--- config.mk ---
export PLATFORM = sky130hd
export DESIGN_NAME = ptm_timer_pair
export DESIGN_NICKNAME = d
export VERILOG_FILES = /design/src/ptm_pkg.sv /design/src/ptm_timer_pair.sv /design/src/ptm_sync2.sv /design/src/ptm_prescaler.sv
export SDC_FILE = /design/constraint.sdc
export NUM_CORES = 1
export LEC_CHECK = 0
export BUFFER_PORTS_ARGS = -buffer_cell sky130_fd_sc_hd__buf_2
export CORE_ASPECT_RATIO = 0.5
export CORE_MARGIN = 2
export CORE_UTILIZATION = 25
export CTS_CLUSTER_DIAMETER = 80
export DETAILED_ROUTE_END_ITERATION = 10
export GPL_ROUTABILITY_DRIVEN = 0
export PLACE_DENSITY = 0.53
export SLEW_MARGIN = 10
export SYNTH_ARGS = -nofsm -noshare
export SYNTH_HDL_FRONTEND = slang
export SYNTH_SLANG_ARGS = --single-unit
--- constraint.sdc ---
create_clock -name ref_clk_i -period 6.3 [get_ports ref_clk_i]
set_clock_uncertainty 0.1 [all_clocks]
set_input_delay 0.945 -clock ref_clk_i [delete_from_list [all_inputs] [get_ports ref_clk_i]]
set_output_delay 0.945 -clock ref_clk_i [all_outputs]
set_load 0.01 [all_outputs]
--- src/ptm_pkg.sv ---
/*
 * Package for the paired 16/32-bit timer: control word layout, prescale
 * encodings and reset values shared by the timer files.
 * Assumes a single 40 MHz clock domain; no bus, all controls are ports.
 */
package ptm_pkg;

  localparam int unsigned REF_CLK_MHZ = 40;

  // Control word bit positions
  localparam int unsigned CTL_ON_BIT = 15;
  localparam int unsigned CTL_SIDL_BIT = 13;
  localparam int unsigned CTL_GATE_BIT = 6;
  localparam int unsigned CTL_PS_HI_BIT = 5;
  localparam int unsigned CTL_PS_LO_BIT = 4;
  localparam int unsigned CTL_T32_BIT = 3;
  localparam int unsigned CTL_CS_BIT = 1;

  localparam logic [15:0] CTL_RESET = 16'h0000;
  localparam logic [15:0] PERIOD_RESET = 16'hFFFF;
  localparam logic [15:0] COUNT_RESET = 16'h0000;

  // Prescale field encodings
  localparam logic [1:0] PS_DIV1 = 2'h0;
  localparam logic [1:0] PS_DIV8 = 2'h1;
  localparam logic [1:0] PS_DIV64 = 2'h2;
  localparam logic [1:0] PS_DIV256 = 2'h3;
  localparam logic [7:0] PS_TC8 = 8'h07;
  localparam logic [7:0] PS_TC64 = 8'h3F;
  localparam logic [7:0] PS_TC256 = 8'hFF;

  // Software access strobes to one timer's count word
  typedef struct packed {
    logic        wr;
    logic        rd;
    logic [15:0] wdata;
  } ptm_cnt_acc_t;

  // Decoded control word
  typedef struct packed {
    logic       on;
    logic       sidl;
    logic       gate;
    logic [1:0] ps;
    logic       t32;
    logic       cs;
  } ptm_ctl_t;

  function automatic ptm_ctl_t ptm_decode(input logic [15:0] w);
    ptm_ctl_t c;
    c.on = w[CTL_ON_BIT];
    c.sidl = w[CTL_SIDL_BIT];
    c.gate = w[CTL_GATE_BIT];
    c.ps = w[CTL_PS_HI_BIT:CTL_PS_LO_BIT];
    c.t32 = w[CTL_T32_BIT];
    c.cs = w[CTL_CS_BIT];
    return c;
  endfunction

endpackage

--- src/ptm_timer_pair.sv ---
/*
 * Paired 16-bit timers, usable as two independent timers/synchronous
 * counters or combined as one 32-bit timer/synchronous counter.
 * Assumes software access strobes are single-cycle and on ref_clk_i;
 * external clock/gate pins are asynchronous and are synchronised here.
 */
// Functional notes
// - In 32-bit mode first timer is low word, second timer high word.
// - In 32-bit mode the second control register is ignored entirely.
// - 32-bit uses first timer pins but raises second timer's flag.
// - 16-bit: each timer independent, timer or sync counter, no async mode.
// - First timer synchronises prescaler output; second timer does not.
// - 32-bit timer counts each cycle to combined period, wraps to zero.
// - Reading low count latches high count into holding register.
// - Write holding then low count; in 32-bit mode low write moves holding into high count.
// - 32-bit counter counts synchronised external rising edges, wraps at period.
// - In Idle, stop-in-idle bit set halts counting; clear keeps counting.
// - Gate enable: count instruction clock only while gate input is high.
// - 32-bit gating uses first timer; second gate bit ignored.
// - Gate falling edge ends accumulation, count kept until software clears.
// - 32-bit period match emits a converter trigger event.
// - Prescaler divides input clock by 1, 8, 64 or 256.
// - 32-bit mode uses only the first timer's prescaler.
// - Prescaler cleared on count write, timer-on clear, and reset.
// - Disabled timer's prescaler clock halts; then only the second's is still reset by a count write.
// - Control writes never clear the count registers.
// - During Sleep the timers do not advance.
// - Match or gate fall sets second flag; only software clears it.
// - Second timer interrupt requested only while its enable is set.
`timescale 1ns/10ps
module ptm_timer_pair
  import ptm_pkg::*;
(
  // Clock and reset
  input wire logic ref_clk_i,
  input wire logic rst_i,
  // Power state
  input wire logic cpu_idle_i,
  input wire logic cpu_sleep_i,
  // Control words
  input wire logic [15:0] first_timer_control_i,
  input wire logic [15:0] second_timer_control_i,
  input wire logic [15:0] low_period_reg_i,
  input wire logic [15:0] high_period_reg_i,
  // Software count access
  input wire ptm_pkg::ptm_cnt_acc_t low_acc_i,
  input wire ptm_pkg::ptm_cnt_acc_t high_acc_i,
  input wire logic hold_wr_i,
  input wire logic [15:0] hold_wdata_i,
  // Flag clears and enables
  input wire logic first_irq_flag_clr_i,
  input wire logic second_timer_irq_flag_clr_i,
  input wire logic first_irq_enable_i,
  input wire logic second_timer_irq_enable_i,
  // Pins
  input wire logic first_timer_ext_clock_pin_i,
  input wire logic second_ext_clock_pin_i,
  // Status
  output logic [15:0] low_count_reg_o,
  output logic [15:0] high_count_reg_o,
  output logic [15:0] high_word_holding_reg_o,
  output logic first_irq_flag_o,
  output logic second_timer_irq_flag_o,
  output logic first_irq_o,
  output logic second_timer_irq_o,
  output logic adc_trigger_o
);
  ptm_ctl_t c1, c2;
  logic pin1_s, pin2_s, pin1_q, pin2_q, pin1_d, pin2_d;
  logic in1, in2, ps1_tick, ps2_tick, ps1_clr, ps2_clr;
  logic inc1, inc2, sync1_q, sync1_d, mode32, halt, fall1, fall2;
  logic on1_q, on2_q, on1_d, on2_d;
  logic [15:0] lo_q, lo_d, hi_q, hi_d, hold_q, hold_d;
  logic f1_q, f1_d, f2_q, f2_d, irq1_q, irq1_d, irq2_q, irq2_d, adc_q, adc_d;
  logic match32, match_lo, match_hi;

  ptm_sync2 u_sync1 (
    .ref_clk_i(ref_clk_i),
    .rst_i(rst_i),
    .async_i(first_timer_ext_clock_pin_i),
    .sync_o(pin1_s)
  );

  ptm_sync2 u_sync2 (
    .ref_clk_i(ref_clk_i),
    .rst_i(rst_i),
    .async_i(second_ext_clock_pin_i),
    .sync_o(pin2_s)
  );

  always_comb begin
    c1 = ptm_decode(first_timer_control_i);
    c2 = ptm_decode(second_timer_control_i);
    mode32 = c1.t32;
    halt = cpu_sleep_i;
    pin1_d = pin1_s;
    pin2_d = pin2_s;
    on1_d = c1.on;
    on2_d = c2.on;
    fall1 = pin1_q & ~pin1_s;
    fall2 = pin2_q & ~pin2_s;
    // Input ticks: external rising edge, gated cycle, or every cycle
    if (c1.cs) begin
      in1 = pin1_s & ~pin1_q;
    end else if (c1.gate) begin
      in1 = pin1_s;
    end else begin
      in1 = 1'b1;
    end
    if (c2.cs) begin
      in2 = pin2_s & ~pin2_q;
    end else if (c2.gate) begin
      in2 = pin2_s;
    end else begin
      in2 = 1'b1;
    end
    // Idle stop and timer-on gate the prescaler clock
    in1 = in1 & c1.on & ~halt & ~(cpu_idle_i & c1.sidl);
    in2 = in2 & c2.on & ~halt & ~(cpu_idle_i & c2.sidl) & ~mode32;
    // Clear on count write or on-bit falling; halted timer's cannot clear
    // Count writes reach the first prescaler only while its timer is on and not in Sleep
    ps1_clr = (((low_acc_i.wr | (mode32 & high_acc_i.wr)) & c1.on) | (on1_q & ~c1.on))
      & ~halt;
    ps2_clr = (high_acc_i.wr | (on2_q & ~c2.on)) & ~halt;
  end

  ptm_prescaler u_ps1 (
    .ref_clk_i(ref_clk_i),
    .rst_i(rst_i),
    .clr_i(ps1_clr),
    .ps_i(c1.ps),
    .tick_i(in1),
    .tick_o(ps1_tick)
  );

  ptm_prescaler u_ps2 (
    .ref_clk_i(ref_clk_i),
    .rst_i(rst_i),
    .clr_i(ps2_clr),
    .ps_i(c2.ps),
    .tick_i(in2),
    .tick_o(ps2_tick)
  );

  always_comb begin
    // First timer retimes its prescaler output; costs one cycle of lag
    sync1_d = ps1_tick;
    inc1 = sync1_q;
    inc2 = ps2_tick;
    match32 = ({hi_q, lo_q} == {high_period_reg_i, low_period_reg_i});
    match_lo = (lo_q == low_period_reg_i);
    match_hi = (hi_q == high_period_reg_i);
    lo_d = lo_q;
    hi_d = hi_q;
    hold_d = hold_q;
    // Clear first; any set below overrides it, so a same-cycle event wins
    f1_d = f1_q & ~first_irq_flag_clr_i;
    f2_d = f2_q & ~second_timer_irq_flag_clr_i;
    adc_d = 1'b0;
    if (low_acc_i.rd) begin
      hold_d = hi_q;
    end
    if (hold_wr_i) begin
      hold_d = hold_wdata_i;
    end
    if (mode32) begin
      if (inc1) begin
        if (match32) begin
          lo_d = 16'h0000;
          hi_d = 16'h0000;
          f2_d = 1'b1;
          adc_d = 1'b1;
        end else begin
          {hi_d, lo_d} = {hi_q, lo_q} + 32'h0000_0001;
        end
      end
      if (c1.on & c1.gate & ~c1.cs & fall1 & ~halt) begin
        f2_d = 1'b1;
      end
    end else begin
      if (inc1) begin
        if (match_lo) begin
          lo_d = 16'h0000;
          f1_d = 1'b1;
        end else begin
          lo_d = lo_q + 16'h0001;
        end
      end
      if (inc2) begin
        if (match_hi) begin
          hi_d = 16'h0000;
          f2_d = 1'b1;
        end else begin
          hi_d = hi_q + 16'h0001;
        end
      end
      if (c1.on & c1.gate & ~c1.cs & fall1 & ~halt) begin
        f1_d = 1'b1;
      end
      if (c2.on & c2.gate & ~c2.cs & fall2 & ~halt) begin
        f2_d = 1'b1;
      end
    end
    // Software writes override counting; control writes never load the count registers
    if (low_acc_i.wr) begin
      lo_d = low_acc_i.wdata;
      if (mode32) begin
        hi_d = hold_q;
      end
    end
    if (high_acc_i.wr) begin
      hi_d = high_acc_i.wdata;
    end
    irq1_d = f1_d & first_irq_enable_i;
    irq2_d = f2_d & second_timer_irq_enable_i;
  end

  always_ff @(posedge ref_clk_i) begin
    if (rst_i) begin
      pin1_q <= 1'b0;
      pin2_q <= 1'b0;
      on1_q <= 1'b0;
      on2_q <= 1'b0;
      sync1_q <= 1'b0;
      lo_q <= COUNT_RESET;
      hi_q <= COUNT_RESET;
      hold_q <= COUNT_RESET;
      f1_q <= 1'b0;
      f2_q <= 1'b0;
      irq1_q <= 1'b0;
      irq2_q <= 1'b0;
      adc_q <= 1'b0;
    end else begin
      pin1_q <= pin1_d;
      pin2_q <= pin2_d;
      on1_q <= on1_d;
      on2_q <= on2_d;
      sync1_q <= sync1_d;
      lo_q <= lo_d;
      hi_q <= hi_d;
      hold_q <= hold_d;
      f1_q <= f1_d;
      f2_q <= f2_d;
      irq1_q <= irq1_d;
      irq2_q <= irq2_d;
      adc_q <= adc_d;
    end
  end

  assign low_count_reg_o = lo_q;
  assign high_count_reg_o = hi_q;
  assign high_word_holding_reg_o = hold_q;
  assign first_irq_flag_o = f1_q;
  assign second_timer_irq_flag_o = f2_q;
  assign first_irq_o = irq1_q;
  assign second_timer_irq_o = irq2_q;
  assign adc_trigger_o = adc_q;
endmodule

--- src/ptm_sync2.sv ---
/*
 * Two-flop synchroniser for a pin level.
 * Assumes the pin is asynchronous to ref_clk_i.
 */
`timescale 1ns/10ps
module ptm_sync2 (
  // Clock and reset
  input wire logic ref_clk_i,
  input wire logic rst_i,
  // Level
  input wire logic async_i,
  output logic sync_o
);
  logic meta_q, meta_d, sync_q, sync_d;

  always_comb begin
    meta_d = async_i;
    sync_d = meta_q;
  end

  always_ff @(posedge ref_clk_i) begin
    if (rst_i) begin
      meta_q <= 1'b0;
      sync_q <= 1'b0;
    end else begin
      meta_q <= meta_d;
      sync_q <= sync_d;
    end
  end

  assign sync_o = sync_q;
endmodule

--- src/ptm_prescaler.sv ---
/*
 * Prescaler for one timer: emits a one-cycle tick every 1, 8, 64 or 256
 * input ticks. Clear input restarts the division.
 * Assumes inputs come from logic on ref_clk_i.
 */
`timescale 1ns/10ps
module ptm_prescaler
  import ptm_pkg::*;
(
  // Clock and reset
  input wire logic ref_clk_i,
  input wire logic rst_i,
  // Control
  input wire logic clr_i,
  input wire logic [1:0] ps_i,
  input wire logic tick_i,
  // Output
  output logic tick_o
);
  logic [7:0] cnt_q, cnt_d;
  logic [7:0] tc;

  always_comb begin
    unique case (ps_i)
      PS_DIV1: tc = 8'h00;
      PS_DIV8: tc = PS_TC8;
      PS_DIV64: tc = PS_TC64;
      default: tc = PS_TC256;
    endcase
    cnt_d = cnt_q;
    tick_o = 1'b0;
    if (clr_i) begin
      cnt_d = 8'h00;
    end else if (tick_i) begin
      if (cnt_q >= tc) begin
        cnt_d = 8'h00;
        tick_o = 1'b1;
      end else begin
        cnt_d = cnt_q + 8'h01;
      end
    end
  end

  always_ff @(posedge ref_clk_i) begin
    if (rst_i) begin
      cnt_q <= 8'h00;
    end else begin
      cnt_q <= cnt_d;
    end
  end
endmodule

==> results.env <==
WORSTSETUPPATHTYPE='primary input to flip-flop'
RSZ_0062_RAISED_AFTER_GLOBAL_ROUTING='no'
WORST-ENDPOINT-REQUIRED_PS=6470
I_O_BUFFERS=159
CELL_WITH_THE_MOST_INSTANCES_ON_THE_WORST_PATH='nand2_1'
CLK_LATENCY_PS=340
FINAL-INSTANCE-COUNT-EXCL-FILL=1112
CRIT_CHAIN='buf_2, inv_1, nand2_1, a21oi_1, a21o_1, nand2_1, a31oi_1'
SYNTH_TOP_AREA_CELL='dfxtp_1'
NUMBER_OF_CLOCK_SINKS=78
DRTANTENNAVIOLNETS=0
YS_SEQ_ELEMENTS=78
VIA_DENSITY=5.165
SYNTHFLOPTYPE='dfxtp_1'
DRTPASS1ITERATIONS=5
FINALMAXSLEWVIOLATIONS=0
DIE_AREA_SQ_MM=0.02288
ROOT_BUFFER='clkbuf_16'
GRT_OVERFLOW=0
SYNTHESIS.AREA_PER_INSTANCE_SQ_UM=7.820
DIEHEIGHT_UM=108.0
TIMING.HOLD.WORST.CLASS='flip-flop to flip-flop'
WORST_EP_ARRIVAL_TIME_PS=3710
GLOBAL_ROUTE.USAGE.TOTAL_PCT=16.82
TIMING.SETUP.TNS_PS=0
GRT_PASS1_WL_UM=29520
PWR-SHARE-SEQ_PCT=43.2
YOSYS.AREA_SHARE.ADDER_PCT=3.473
CLOCKBUFFERDEPTH=2
CRITICAL_PATH.MAX_FANOUT=33
ROUTED-VIA-COUNT=5743
COUNT_OF_FLIP_FLOPS_WITH_A_BUILT_IN_ENABLE_AFTER_SYNTHESIS=0
SYNTH-ASYNC-RESET-RATIO_PCT=0
YOSYSSEQAREASHARE_PCT=28.90
LARGEST_NET_DEGREE_AT_THE_START_OF_GLOBAL_ROUTING=47
SYNTH_LARGEST_TYPE_AREA_FRACTION_PCT=28.90
HPWLAFTERDP_UM=14930
INTERNAL_POWER_mW=0.9317
SWITCHING_SHARE_PCT=28.59
FLOORPLAN.INITIALDENSITY_PCT=25.88
SYNTH-WARNING-COUNT=0
CP_SLOWEST_CELL='a21oi_1'
IO_PINS=180
HIGHEST_IR_DROP_SEEN_ON_VDD_mV=0.1161
CRITICAL_HOLD_PATH_STARTPOINT='u_sync2.meta_q'
DIE_WIDTH_UM=211.9
WORST_REG_TO_REG_CELLS=7
OUTCOME='completed'
YS_TOP_CELLS_BY_AREA='dfxtp_1, xnor2_1, nor2_1'
FINAL_NETS=958
DP_CELLS=1097
SYNTHESIS_TO_FINISH_AREA_GROWTH_PCT=22.60
MAX_CAP_CHECK_VIOLATION_COUNT=0
FILLCELLCOUNT=2284
POST_ROUTE_CELLS_DRIVE_ABOVE_1_SHARE_PCT=23.81
NUM_ROWS=37
CRIT_PATH_MAX_INCR_DELAY_PS=1050
CTSHTREEMAXLEVEL=3
WL_PER_CELL_UM=17.85
CLOCK_POWER_SHARE_PCT=39.8
YOSYS.AREA_SHARE.XOR_XNOR_PCT=9.053
FIN_CRIT_PS=3546
POSTSYNTHNETCOUNT=833
CTS_SETUP_BUFFERS=0
REG2REG_TO='low_count_reg_o[4]'
MOSTFREQUENTLAYOUTCELLS='buf_2, nor2_1, dfxtp_1'
SYNTH_CELLS=691
MIN_PATH_CELLS=1
DOMINANT_COMBINATIONAL_CELL_FAMILY_BY_AREA_AFTER_SYNTHESIS='simple AND/OR/NAND/NOR gates'
MAX_FREQ_GHz=0.2820
WL_UM=19850
FP.COREAREA_SQ_MM=0.02088
FINAL_CLOCK_PERIOD_UTILIZATION_BY_THE_WORST_PATH_PCT=56.28
PWR_DENSITY_CELL_mW_PER_MM2=196.9
POWER.SHARE.COMBINATIONAL_PCT=16.9
CRITPATHCAPTURETYPE='flip-flop'
WORST_SLEW_PIN_SLEW_PS=1211
SYNTH.AREA.MUX_SHARE_PCT=2.964
SYNTHSIMPLEGATEAREAFRAC_PCT=26.97
R2R_SLACK_PS=3120
HOLD_BUFFERS_POST_CTS=0
POWER.LEAKAGE_nW=2.735
ANTENNA_FOUND_INITIAL=1
TIMING_HOLD_VIOLATIONS_FINAL=0
CTS_TREE='built'
SHARE_OF_THE_SYNTHESIZED_AREA_IN_COMPOUND_GATES_AO_OA_AOI_OAI_PCT=22.64
POWER.NET_SWITCHING_mW=0.3730
DRT_DRC_VIOLATIONS_LEFT=0
CTS-BUFFERS-INSERTED=9
GRT_PASS1_VIAS=5280
DRT_ITER0_MARKERS=553
FINALSETUPVIOLCOUNT=0
POST_CTS_RESIZE_COUNT=0
HOLDPATHEND='u_sync2.sync_o'
STARTPOINT_TYPE='primary input'
MOSTFREQUENTLAYOUTCELL='buf_2'
CLKTRANSATPATHREGS_PS=60
SYNTH.CELL_AREA_SQ_MM=0.005404
SYNTH_CELL_TYPE_COUNT=79
TIMING.MAX_SLEW.REL_SLACK_PCT=19.23
==> synthesized netlist by cell type (11+ instances only) <==
cell type	instances
nor2b_1	13
ha_1	15
buf_2	13
nor2_1	90
and3_1	14
o21ai_0	24
a221oi_1	11
xnor2_1	42
mux2i_1	16
nand3_1	29
clkbuf_1	24
a21oi_1	41
nand4_1	15
xor2_1	12
dfxtp_1	78
inv_1	20
nand2_1	55
==> power groups by stage <==
stage               Sequential, mW  Clock (mW)  Combinational [mW]
finish                       0.564       0.519               0.221
global route                 0.567       0.559               0.243
CTS                          0.563       0.537               0.222
detailed placement           0.574           0               0.221
global placement             0.573           0               0.219
floorplan                    0.556           0               0.142
==> stage by stage <==
step	power [mW]	area [sq um]	hold WS [ps]	utilization (%)	setup WS (ps)
3_3_place_gp	0.7925	6335	325.9	30.34	2481
2_1_floorplan	0.6980	5404	313.8	-	3407
5_1_grt	1.369	6623	367.0	31.72	2537
3_5_place_dp	0.7948	6335	324.6	30.34	2521
4_1_cts	1.322	6623	339.4	31.72	2880
6_report	1.305	6625	337.1	31.73	2754
==> cell families (layout without fill, tap and decap cells) <==
group,count (synthesis),count (layout)
simple gates,283,283
other cells,0,1
mux,16,16
xor+xnor,55,55
compound gates,176,176
buf+inv,68,196
flops,78,78
fa+ha+maj,15,15
==> worst max path at each step <==
| stage | from | to | slack, ps | cells after the start |
|---|---|---|---|---|
| after floorplan | first_timer_control_i[5] | u_ps1.cnt_q[0] | 3410 | 9 |
| final | low_acc_i[17] | low_count_reg_o[11] | 2750 | 7 |
| after CTS | low_acc_i[17] | low_count_reg_o[11] | 2880 | 7 |
| after detailed placement | low_acc_i[17] | low_count_reg_o[11] | 2520 | 7 |
| after global placement | low_acc_i[17] | low_count_reg_o[11] | 2480 | 7 |
| after global routing | low_acc_i[17] | low_count_reg_o[3] | 2540 | 6 |
==> per-layer routing <==
metal | part of all wire (%) | wire length [um] | GRT usage (%) | vias to the layer above
met2 | 47 | 9332 | 27.56 | 212
met5 | 0 | 0 | 0 | -
li1 | - | - | - | 2767
met3 | 6.1 | 1213 | 3.543 | 19
met4 | 1.5 | 293 | 4.980 | 0
met1 | 45 | 9010 | 22.33 | 2745
==> area by class of cell <==
cell class              count  area, sq um  area share [%]
multi-input cells         545         3518           53.11
flip-flops and latches     78         1562           23.57
repair buffers            161        810.8           12.24
well taps                 292        365.4           5.515
clock buffers              10        239.0           3.607
inverters                  21        78.83           1.190
clock inverters             4        48.80          0.7365
diodes                      1        2.502         0.03777
==> worst max-delay path: cells and delay by family <==
kind,cells,cell delay (ps)
AND/OR/NAND/NOR,2,480
buffers and inverters,2,860
AO/OA/AOI/OAI,3,1420
No activity file was read; power rests on OpenSTA's default activity.
